### src/design/sss_pkg.sv
/*
  package of the synchronous serial slave: register offsets, field
  positions, reset values and the transmit state type.
  assumes an apb bus with 32-bit data and byte addresses.
*/
package sss_pkg;

  ////////////////////////////////////////////////////////////////////////////
  // register byte offsets
  localparam logic [11:0] SSS_OFS_RX_STATUS_CONTROL = 12'h000;
  localparam logic [11:0] SSS_OFS_TX_STATUS_CONTROL = 12'h004;
  localparam logic [11:0] SSS_OFS_RECEIVE_DATA = 12'h008;
  localparam logic [11:0] SSS_OFS_TRANSMIT_BUFFER = 12'h00c;
  localparam logic [11:0] SSS_OFS_FLAGS_ENABLES = 12'h010;
  localparam logic [11:0] SSS_OFS_BAUD_CONTROL = 12'h014;

  ////////////////////////////////////////////////////////////////////////////
  // receive_status_control fields
  localparam int SSS_RSC_PORT_ENABLE = 7;
  localparam int SSS_RSC_NINE_BIT_RECEIVE = 6;
  localparam int SSS_RSC_SINGLE_RECEIVE = 5;
  localparam int SSS_RSC_CONT_RECEIVE = 4;
  localparam int SSS_RSC_OVERRUN_ERROR = 1;
  localparam int SSS_RSC_NINTH_BIT = 0;
  localparam logic [7:0] SSS_RSC_WRITE_MASK = 8'hf0;

  // transmit_status_control fields
  localparam int SSS_TSC_CLOCK_MASTER = 7;
  localparam int SSS_TSC_NINE_BIT_SEND = 6;
  localparam int SSS_TSC_SEND_ENABLE = 5;
  localparam int SSS_TSC_SYNC_MODE = 4;
  localparam int SSS_TSC_SHIFT_EMPTY = 1;
  localparam int SSS_TSC_NINTH_SEND_BIT = 0;
  localparam logic [7:0] SSS_TSC_WRITE_MASK = 8'hf1;

  // flags and enables fields
  localparam int SSS_FE_RX_COMPLETE = 0;
  localparam int SSS_FE_TX_EMPTY = 1;
  localparam int SSS_FE_RX_INT_EN = 4;
  localparam int SSS_FE_TX_INT_EN = 5;
  localparam int SSS_FE_PERIPH_INT_EN = 6;
  localparam int SSS_FE_GLOBAL_INT_EN = 7;
  localparam logic [7:0] SSS_FE_WRITE_MASK = 8'hf0;

  // baud_control fields
  localparam int SSS_BC_CLOCK_POLARITY = 4;
  localparam int SSS_BC_RX_IDLE = 6;
  localparam logic [7:0] SSS_BC_WRITE_MASK = 8'h10;

  ////////////////////////////////////////////////////////////////////////////
  // reset values and fixed figures
  localparam logic [7:0] SSS_RESET_CONTROL = 8'h00;
  localparam logic [15:0] SSS_ISR_VECTOR = 16'h0004;
  localparam logic [3:0] SSS_LAST_BIT_8 = 4'h7;
  localparam logic [3:0] SSS_LAST_BIT_9 = 4'h8;

  typedef enum logic {SSS_TX_IDLE, SSS_TX_SHIFT} sss_tx_state_type;

endpackage

### src/design/sss_top.sv
/*
  synchronous serial slave: receives and sends 8- or 9-bit words clocked
  by an external master, with an apb register slave and wake outputs.
  assumes the master drives the serial clock and that pin inputs are
  asynchronous to CLK_SYS_IN; serial clock well below a quarter of it.
*/
// Behaviour
// - in slave receive the receiver is never idle while enabled
// - single-receive bit has no effect in synchronous slave mode
// - receive keeps working in sleep when continuous receive was set
// - a complete word moves from the shift register to the data buffer
// - receive interrupt enable lets a received word wake the processor
// - slave mode needs sync mode and port enable, clock master clear
// - nine-bit receive captures ninth bit into status ninth-bit field
// - a received word sets the receive-complete flag and interrupt
// - reading receive data returns the low eight bits of fifo head
// - overrun stays until continuous receive or port enable is cleared
// - clearing port enable resets all serial port logic
// - in sleep only the synchronous slave configuration keeps shifting
// - both shift registers advance only on external serial clock edges
// - reading receive data unloads one character; the flag clears once the fifo is empty
// - receive takes data on data pin and clock on clock pin
// - transmit takes clock on clock pin and drives the data pin
// - after shifting out, buffered byte loads and empty flag sets
// - writing the transmit buffer clears the transmit-empty flag
// - wake with global enable set vectors to the fixed address
// - two queued words: first sends, flag stays clear until second loads
`timescale 1ns/1ps
module sss_top import sss_pkg::*; #(
  parameter int FIFO_DEPTH = 2
) (
  input wire logic CLK_SYS_IN,
  input wire logic RST_IN,
  input wire logic PSEL_IN,
  input wire logic PENABLE_IN,
  input wire logic PWRITE_IN,
  input wire logic [11:0] PADDR_IN,
  input wire logic [31:0] PWDATA_IN,
  output logic [31:0] PRDATA_OUT,
  output logic PREADY_OUT,
  output logic PSLVERR_OUT,
  input wire logic TRANSMIT_CLOCK_PIN_IN,
  input wire logic RECEIVE_DATA_PIN_IN,
  output logic RECEIVE_DATA_PIN_OUT,
  output logic RECEIVE_DATA_PIN_OE_OUT,
  input wire logic SLEEP_IN,
  output logic WAKE_OUT,
  output logic VECTOR_REQ_OUT,
  output logic [15:0] ISR_VECTOR_OUT
);

  localparam int PTR_W = (FIFO_DEPTH > 1) ? $clog2(FIFO_DEPTH) : 1;
  localparam int CNT_W = $clog2(FIFO_DEPTH + 1);

  logic [7:0] rsc_reg;
  logic [7:0] tsc_reg;
  logic [7:0] fe_reg;
  logic [7:0] bc_reg;
  logic [31:0] prdata_reg;
  logic [31:0] read_value;
  logic ck_meta_reg, ck_sync_reg, ck_prev_reg;
  logic dt_meta_reg, dt_sync_reg;
  logic ck_level, ck_prev_level, launch_edge, sample_edge;
  logic port_on, slave_cfg, rx_on, tx_on;
  logic apb_setup, apb_write, apb_read, addr_hit;
  logic [8:0] rx_sr_reg;
  logic [8:0] rx_shifted;
  logic [8:0] rx_word;
  logic [3:0] rx_cnt_reg;
  logic rx_done;
  logic overrun_reg;
  logic [8:0] fifo_mem_reg [FIFO_DEPTH];
  logic [PTR_W-1:0] wr_ptr_reg, rd_ptr_reg;
  logic [CNT_W-1:0] fifo_cnt_reg;
  logic fifo_full, fifo_push, fifo_pop, rx_flag;
  sss_tx_state_type tx_state_reg;
  logic [8:0] tsr_reg;
  logic [8:0] txbuf_reg;
  logic txbuf_full_reg, tx_nine_reg, tx_load, tx_flag;
  logic [3:0] tx_cnt_reg;
  logic dt_oe_reg, wake_reg, vector_reg;

  ////////////////////////////////////////////////////////////////////////////
  // pin synchronisers, two flip-flops each
  always_ff @(posedge CLK_SYS_IN or posedge RST_IN) begin
    if (RST_IN) begin
      ck_meta_reg <= 1'b0;
      ck_sync_reg <= 1'b0;
      ck_prev_reg <= 1'b0;
      dt_meta_reg <= 1'b0;
      dt_sync_reg <= 1'b0;
    end else begin
      ck_meta_reg <= TRANSMIT_CLOCK_PIN_IN;
      ck_sync_reg <= ck_meta_reg;
      ck_prev_reg <= ck_sync_reg;
      dt_meta_reg <= RECEIVE_DATA_PIN_IN;
      dt_sync_reg <= dt_meta_reg;
    end
  end

  // serial clock edges; the polarity bit picks which edge samples
  always_comb begin
    ck_level = ck_sync_reg ^ bc_reg[SSS_BC_CLOCK_POLARITY];
    ck_prev_level = ck_prev_reg ^ bc_reg[SSS_BC_CLOCK_POLARITY];
    launch_edge = ck_level & ~ck_prev_level;
    sample_edge = ~ck_level & ck_prev_level;
  end

  ////////////////////////////////////////////////////////////////////////////
  // configuration decode; only the slave setup ever shifts, and since
  // it runs off the external clock it carries on through sleep
  always_comb begin
    port_on = rsc_reg[SSS_RSC_PORT_ENABLE];
    slave_cfg = port_on & tsc_reg[SSS_TSC_SYNC_MODE]
      & ~tsc_reg[SSS_TSC_CLOCK_MASTER];
    // sleep state is not consulted
    rx_on = slave_cfg & rsc_reg[SSS_RSC_CONT_RECEIVE];
    tx_on = slave_cfg & ~rsc_reg[SSS_RSC_CONT_RECEIVE]
      & tsc_reg[SSS_TSC_SEND_ENABLE];
  end

  ////////////////////////////////////////////////////////////////////////////
  // apb decode, zero wait states
  always_comb begin
    apb_setup = PSEL_IN & ~PENABLE_IN;
    apb_write = PSEL_IN & PENABLE_IN & PWRITE_IN;
    apb_read = PSEL_IN & PENABLE_IN & ~PWRITE_IN;
    addr_hit = (PADDR_IN == SSS_OFS_RX_STATUS_CONTROL)
      | (PADDR_IN == SSS_OFS_TX_STATUS_CONTROL)
      | (PADDR_IN == SSS_OFS_RECEIVE_DATA)
      | (PADDR_IN == SSS_OFS_TRANSMIT_BUFFER)
      | (PADDR_IN == SSS_OFS_FLAGS_ENABLES)
      | (PADDR_IN == SSS_OFS_BAUD_CONTROL);
    PREADY_OUT = 1'b1;
    PSLVERR_OUT = PSEL_IN & PENABLE_IN & ~addr_hit;
  end

  // control registers, writable bits only
  always_ff @(posedge CLK_SYS_IN or posedge RST_IN) begin
    if (RST_IN) begin
      rsc_reg <= SSS_RESET_CONTROL;
      tsc_reg <= SSS_RESET_CONTROL;
      fe_reg <= SSS_RESET_CONTROL;
      bc_reg <= SSS_RESET_CONTROL;
    end else if (apb_write) begin
      if (PADDR_IN == SSS_OFS_RX_STATUS_CONTROL) begin
        rsc_reg <= PWDATA_IN[7:0] & SSS_RSC_WRITE_MASK;
      end
      if (PADDR_IN == SSS_OFS_TX_STATUS_CONTROL) begin
        tsc_reg <= PWDATA_IN[7:0] & SSS_TSC_WRITE_MASK;
      end
      if (PADDR_IN == SSS_OFS_FLAGS_ENABLES) begin
        fe_reg <= PWDATA_IN[7:0] & SSS_FE_WRITE_MASK;
      end
      if (PADDR_IN == SSS_OFS_BAUD_CONTROL) begin
        bc_reg <= PWDATA_IN[7:0] & SSS_BC_WRITE_MASK;
      end
    end
  end

  // read value, captured in the setup phase
  always_comb begin
    read_value = 32'h0000_0000;
    case (PADDR_IN)
      SSS_OFS_RX_STATUS_CONTROL: begin
        read_value[7:0] = rsc_reg;
        read_value[SSS_RSC_OVERRUN_ERROR] = overrun_reg;
        read_value[SSS_RSC_NINTH_BIT] = fifo_mem_reg[rd_ptr_reg][8];
      end
      SSS_OFS_TX_STATUS_CONTROL: begin
        read_value[7:0] = tsc_reg;
        read_value[SSS_TSC_SHIFT_EMPTY] = (tx_state_reg == SSS_TX_IDLE);
      end
      SSS_OFS_RECEIVE_DATA: begin
        read_value[7:0] = fifo_mem_reg[rd_ptr_reg][7:0];
      end
      SSS_OFS_FLAGS_ENABLES: begin
        read_value[7:0] = fe_reg;
        read_value[SSS_FE_RX_COMPLETE] = rx_flag;
        read_value[SSS_FE_TX_EMPTY] = tx_flag;
      end
      SSS_OFS_BAUD_CONTROL: begin
        read_value[7:0] = bc_reg;
        read_value[SSS_BC_RX_IDLE] = ~rx_on;
      end
      default: begin
        read_value = 32'h0000_0000;
      end
    endcase
  end

  always_ff @(posedge CLK_SYS_IN or posedge RST_IN) begin
    if (RST_IN) begin
      prdata_reg <= 32'h0000_0000;
    end else if (apb_setup) begin
      prdata_reg <= read_value;
    end
  end

  assign PRDATA_OUT = prdata_reg;

  ////////////////////////////////////////////////////////////////////////////
  // receive shift register, sampled on the sample edge
  always_comb begin
    rx_shifted = {dt_sync_reg, rx_sr_reg[8:1]};
    if (rsc_reg[SSS_RSC_NINE_BIT_RECEIVE]) begin
      rx_word = rx_shifted;
    end else begin
      rx_word = {1'b0, rx_shifted[8:1]};
    end
    rx_done = rx_on & sample_edge & ~overrun_reg
      & (rx_cnt_reg == (rsc_reg[SSS_RSC_NINE_BIT_RECEIVE] ?
         SSS_LAST_BIT_9 : SSS_LAST_BIT_8));
    fifo_full = (fifo_cnt_reg == CNT_W'(FIFO_DEPTH));
    fifo_push = rx_done & ~fifo_full;
    fifo_pop = apb_read & (PADDR_IN == SSS_OFS_RECEIVE_DATA)
      & (fifo_cnt_reg != '0);
    rx_flag = (fifo_cnt_reg != '0);
  end

  always_ff @(posedge CLK_SYS_IN or posedge RST_IN) begin
    if (RST_IN) begin
      rx_sr_reg <= 9'h000;
      rx_cnt_reg <= 4'h0;
      overrun_reg <= 1'b0;
    end else if (!rx_on) begin
      rx_cnt_reg <= 4'h0;
      overrun_reg <= 1'b0;
    end else if (rx_done) begin
      rx_cnt_reg <= 4'h0;
      if (fifo_full) begin
        overrun_reg <= 1'b1;
      end
    end else if (sample_edge && !overrun_reg) begin
      rx_sr_reg <= rx_shifted;
      rx_cnt_reg <= rx_cnt_reg + 4'h1;
    end
  end

  // receive fifo
  always_ff @(posedge CLK_SYS_IN or posedge RST_IN) begin
    if (RST_IN) begin
      wr_ptr_reg <= '0;
      rd_ptr_reg <= '0;
      fifo_cnt_reg <= '0;
      for (int i = 0; i < FIFO_DEPTH; i++) begin
        fifo_mem_reg[i] <= 9'h000;
      end
    end else if (!port_on) begin
      wr_ptr_reg <= '0;
      rd_ptr_reg <= '0;
      fifo_cnt_reg <= '0;
    end else begin
      if (fifo_push) begin
        fifo_mem_reg[wr_ptr_reg] <= rx_word;
        if (wr_ptr_reg == PTR_W'(FIFO_DEPTH - 1)) begin
          wr_ptr_reg <= '0;
        end else begin
          wr_ptr_reg <= wr_ptr_reg + PTR_W'(1);
        end
      end
      if (fifo_pop) begin
        if (rd_ptr_reg == PTR_W'(FIFO_DEPTH - 1)) begin
          rd_ptr_reg <= '0;
        end else begin
          rd_ptr_reg <= rd_ptr_reg + PTR_W'(1);
        end
      end
      if (fifo_push && !fifo_pop) begin
        fifo_cnt_reg <= fifo_cnt_reg + CNT_W'(1);
      end else if (fifo_pop && !fifo_push) begin
        fifo_cnt_reg <= fifo_cnt_reg - CNT_W'(1);
      end
    end
  end

  ////////////////////////////////////////////////////////////////////////////
  // transmit buffer and shift register
  always_comb begin
    tx_load = tx_on & txbuf_full_reg & (tx_state_reg == SSS_TX_IDLE);
    tx_flag = ~txbuf_full_reg;
  end

  always_ff @(posedge CLK_SYS_IN or posedge RST_IN) begin
    if (RST_IN) begin
      txbuf_reg <= 9'h000;
      txbuf_full_reg <= 1'b0;
    end else if (!port_on) begin
      txbuf_full_reg <= 1'b0;
    end else if (apb_write && PADDR_IN == SSS_OFS_TRANSMIT_BUFFER) begin
      txbuf_reg <= {tsc_reg[SSS_TSC_NINTH_SEND_BIT], PWDATA_IN[7:0]};
      txbuf_full_reg <= 1'b1;
    end else if (tx_load) begin
      txbuf_full_reg <= 1'b0;
    end
  end

  // bit 0 goes out at load; later bits change on launch edges
  always_ff @(posedge CLK_SYS_IN or posedge RST_IN) begin
    if (RST_IN) begin
      tx_state_reg <= SSS_TX_IDLE;
      tsr_reg <= 9'h000;
      tx_cnt_reg <= 4'h0;
      tx_nine_reg <= 1'b0;
    end else if (!tx_on) begin
      tx_state_reg <= SSS_TX_IDLE;
      tx_cnt_reg <= 4'h0;
    end else begin
      case (tx_state_reg)
        SSS_TX_IDLE: begin
          if (tx_load) begin
            tsr_reg <= txbuf_reg;
            tx_nine_reg <= tsc_reg[SSS_TSC_NINE_BIT_SEND];
            tx_cnt_reg <= 4'h0;
            tx_state_reg <= SSS_TX_SHIFT;
          end
        end
        SSS_TX_SHIFT: begin
          if (sample_edge) begin
            if (tx_cnt_reg == (tx_nine_reg ? SSS_LAST_BIT_9 :
                SSS_LAST_BIT_8)) begin
              tx_state_reg <= SSS_TX_IDLE;
            end
            tx_cnt_reg <= tx_cnt_reg + 4'h1;
          end else if (launch_edge && tx_cnt_reg != 4'h0) begin
            tsr_reg <= {1'b0, tsr_reg[8:1]};
          end
        end
        default: begin
          tx_state_reg <= SSS_TX_IDLE;
        end
      endcase
    end
  end

  // data pin drive, enabled for the whole transmit configuration
  always_ff @(posedge CLK_SYS_IN or posedge RST_IN) begin
    if (RST_IN) begin
      dt_oe_reg <= 1'b0;
    end else begin
      dt_oe_reg <= tx_on;
    end
  end

  assign RECEIVE_DATA_PIN_OUT = tsr_reg[0];
  assign RECEIVE_DATA_PIN_OE_OUT = dt_oe_reg;

  ////////////////////////////////////////////////////////////////////////////
  // wake and vector requests toward the processor core
  always_ff @(posedge CLK_SYS_IN or posedge RST_IN) begin
    if (RST_IN) begin
      wake_reg <= 1'b0;
      vector_reg <= 1'b0;
    end else begin
      wake_reg <= (rx_flag & fe_reg[SSS_FE_RX_INT_EN])
        | (tx_flag & fe_reg[SSS_FE_TX_INT_EN]
           & fe_reg[SSS_FE_PERIPH_INT_EN]);
      vector_reg <= fe_reg[SSS_FE_GLOBAL_INT_EN] & ((rx_flag
        & fe_reg[SSS_FE_RX_INT_EN]) | (tx_flag & fe_reg[SSS_FE_TX_INT_EN]
        & fe_reg[SSS_FE_PERIPH_INT_EN]));
    end
  end

  assign WAKE_OUT = wake_reg;
  assign VECTOR_REQ_OUT = vector_reg;
  assign ISR_VECTOR_OUT = SSS_ISR_VECTOR;

endmodule // sss_top

### config.mk
export PLATFORM = sky130hd
export DESIGN_NAME = sss_top
export DESIGN_NICKNAME = d
export VERILOG_FILES = /design/src/design/sss_pkg.sv /design/src/design/sss_top.sv
export SDC_FILE = /design/constraint.sdc
export NUM_CORES = 1
export LEC_CHECK = 0
export CORE_UTILIZATION = 55
export CTS_CLUSTER_DIAMETER = 150
export CTS_CLUSTER_SIZE = 28
export DETAILED_ROUTE_END_ITERATION = 12
export DONT_BUFFER_PORTS = 1
export PLACE_DENSITY = 0.72
export SLEW_MARGIN = 10
export SYNTH_ARGS = -nofsm -noshare
export SYNTH_HDL_FRONTEND = slang
export SYNTH_SLANG_ARGS = --single-unit
### constraint.sdc
create_clock -name CLK_SYS_IN -period 3.3 [get_ports CLK_SYS_IN]
set_input_delay 0.495 -clock CLK_SYS_IN [delete_from_list [all_inputs] [get_ports CLK_SYS_IN]]
set_output_delay 0.495 -clock CLK_SYS_IN [all_outputs]
set_load 0.02 [all_outputs]
==> out/results.tsv <==
metric	value	unit
status	finished clean	
crit_type	flop to flop	
max_freq	415	MHz
area_delta_synth_final	3.84	%
vias	2931	
final.setup_skew	12.8	ps
period_needed	2410	ps
clockBufferDepth	2	
drt-total-wl	8670	um
required	3550	ps
grt_pass1_wl	14600	um
cts_tree	yes	
start_util	0.569	
hold_viol	0	
drc	0	
die_x	94.4	um
p_total	1950	uW
ys_top_cells_by_area	dfrtp_1, mux2_2, buf_4	
rsz0062_at_grt	false	
synth_common_cells	dfrtp_1, mux2_2, buf_4, nand2_1, nor2_1	
setup_viol	0	
arrival	2660	ps
critPathBufInv	0	
fin_tns_setup	0	ps
cp_top_family	simple AND/OR/NAND/NOR gates	
fin_util	0.591	
cts_made_buffers	9	
h-tree-depth	3	
port_buffers	0	
yosysTopAreaCellShare	0.479	
grt_pass1_vias	2887	
dieArea	0.00891	mm2
synth_seq_area_share	0.479	
ys_dominant_reg_cell	dfrtp_1	
largest_reg_flops	18	
final_area	0.00488	mm2
synth_edf_count	0	
avgViaCountPerCell	5.79	
root_buffer	clkbuf_8	
ys_seq_elements	90	
maxCapViolCount	0	
yosysMostFrequentCell	dfrtp_1	
power_leakage	0.00229	uW
cts.sinks	90	
grt_use_total	0.216	
pin_count	106	
gp_congestion	0.806	
clk_pin_slew	100	ps
p_per_area	400	mW/mm2
die_h	94.4	um
ant_nets	0	
async_flop_share	1.00	
path_cells	or4b_4 -> a21oi_2 -> nand4_1 -> mux2_2	
top_layer_used	met4	
rows	33	
fin_nets	451	
worstMarginPinSlew	915	ps
insertion_delay	370	ps
postCtsHoldBufs	0	
cp_slowest_stage_delay	600	ps
hp-class	input pin to flop	
seqCellArea	0.00225	mm2
yosysWarnings	0	
antenna_found_initial	0	
slowest_stage	or4b_4	
netlist_instances	393	
cp_max_fo	9	
core-area	0.00826	mm2
multiInputGateArea	0.00222	mm2
ys_types	57	
num_antenna_cells	0	
startpoint_type	flop	
wl_met1	4010	um
drive_gt1_frac	0.282	
met2_length	4040	um
cts_setup_buffers	0	
stdcell_count	506	
route.met3.wl	514	um
ir_drop	0.320	mV
slew_viol_final	0	
fin_crit_sh	0.730	
netlist_area	0.00470	mm2
slew_headroom	0.390	
synth_largest_area_cell	dfrtp_1	
fillers	685	
drtPass1Iterations	4	
post_cts_resized	0	
endpoint_kind	flop	
post-dp-hpwl	6310	um
avgRoutedWirePerCell	17.1	um
placed_area	0.00467	mm2
grt.overflow.total	0	
grt_max_degree	54	
drt_iter0_drc	152	
syn_area_per_cell	12.0	um2
place_inst	490	
-- cells by family after synthesis --
kind of cell               share of synthesized area
buffers and inverters                         0.0796
DFF                                            0.479
and+or+nand+nor                                0.125
other                                        0.00160
xor gates and xnor gates                     0.00560
muxes                                          0.231
AOI/OAI and AO/OA                             0.0693
adders and majority gates                    0.00799
-- layer usage --
layer | GRT usage | up-vias
li1 | - | 1348
met1 | 0.300 | 1473
met2 | 0.333 | 99
met3 | 0.0596 | 11
met4 | 0.0564 | 0
met5 | 0 | -
-- report_power, final --
group	total, uW	internal, uW	switching, uW
Clock	742	302	440
Sequential	1120	1110	8.70
Combinational	93.7	16.0	77.7
Total	1950	1430	526
-- worst paths after layout --
path                                        from               end  slack, ps  cells past startpoint
min reg2reg                          dt_meta_reg       dt_sync_reg        360                      0
min in group asynchronous                 RST_IN        tsr_reg[0]        190                      1
min                        TRANSMIT_CLOCK_PIN_IN       ck_meta_reg        160                      0
max                                    bc_reg[4]   fifo_mem_reg[5]        890                      4
max reg2reg                            bc_reg[4]   fifo_mem_reg[5]        890                      4
max in group asynchronous                 RST_IN  fifo_mem_reg[12]       2420                      2
-- layout by cell type, fill, tap and decap left out, drive strengths merged, types with 2 or more instances in the layout --
| cell | netlist | routed |
|---|---|---|
| mux2i | 9 | 9 |
| a31oi | 2 | 2 |
| buf | 44 | 5 |
| a22o | 2 | 2 |
| nor2b | 5 | 5 |
| nor2 | 16 | 16 |
| nand4bb | 3 | 3 |
| inv | 6 | 10 |
| o211ai | 5 | 5 |
| nand3 | 10 | 10 |
| a32oi | 4 | 4 |
| dfrtp | 90 | 90 |
| and3b | 4 | 4 |
| or3 | 4 | 4 |
| mux2 | 82 | 82 |
| nand2b | 6 | 6 |
| o31ai | 3 | 3 |
| nor4bb | 2 | 2 |
| and2 | 3 | 3 |
| a21o | 2 | 2 |
| or4 | 2 | 2 |
| xor2 | 2 | 2 |
| clkbuf | 8 | 9 |
| nand2 | 20 | 20 |
| nand4 | 3 | 3 |
| conb | 2 | 41 |
| ha | 3 | 3 |
| nor3b | 3 | 3 |
| a21oi | 11 | 11 |
| clkinv | 0 | 3 |
| o21ai | 8 | 8 |
| nor4 | 4 | 4 |
| and3 | 2 | 2 |
| nor3 | 7 | 7 |
-- cell type report --
type / instances / area share
timing repair buffer: 5 / 0.0103
sequential: 90 / 0.462
clock inverter: 7 / 0.0162
clock buffer: 9 / 0.0254
multi-input combinational: 284 / 0.455
inverter: 6 / 0.00487
tap: 105 / 0.0269
-- worst reg2reg max path, delay by kind of cell (launching register included) --
family / cells / cell delay [ps]
AO/OA/AOI/OAI: 1 / 310
flip-flops: 1 / 480
multiplexers: 1 / 440
AND/OR/NAND/NOR: 2 / 1070
-- through the flow --
stage / setup WS (ps) / hold slack [ps]
3_3_place_gp: 841 / 341
4_1_cts: 831 / 135
2_1_floorplan: 470 / 331
5_1_grt: 701 / 135
6_report: 892 / 155
3_5_place_dp: 835 / 343
Note: power is estimated with default switching activity, not from simulation.
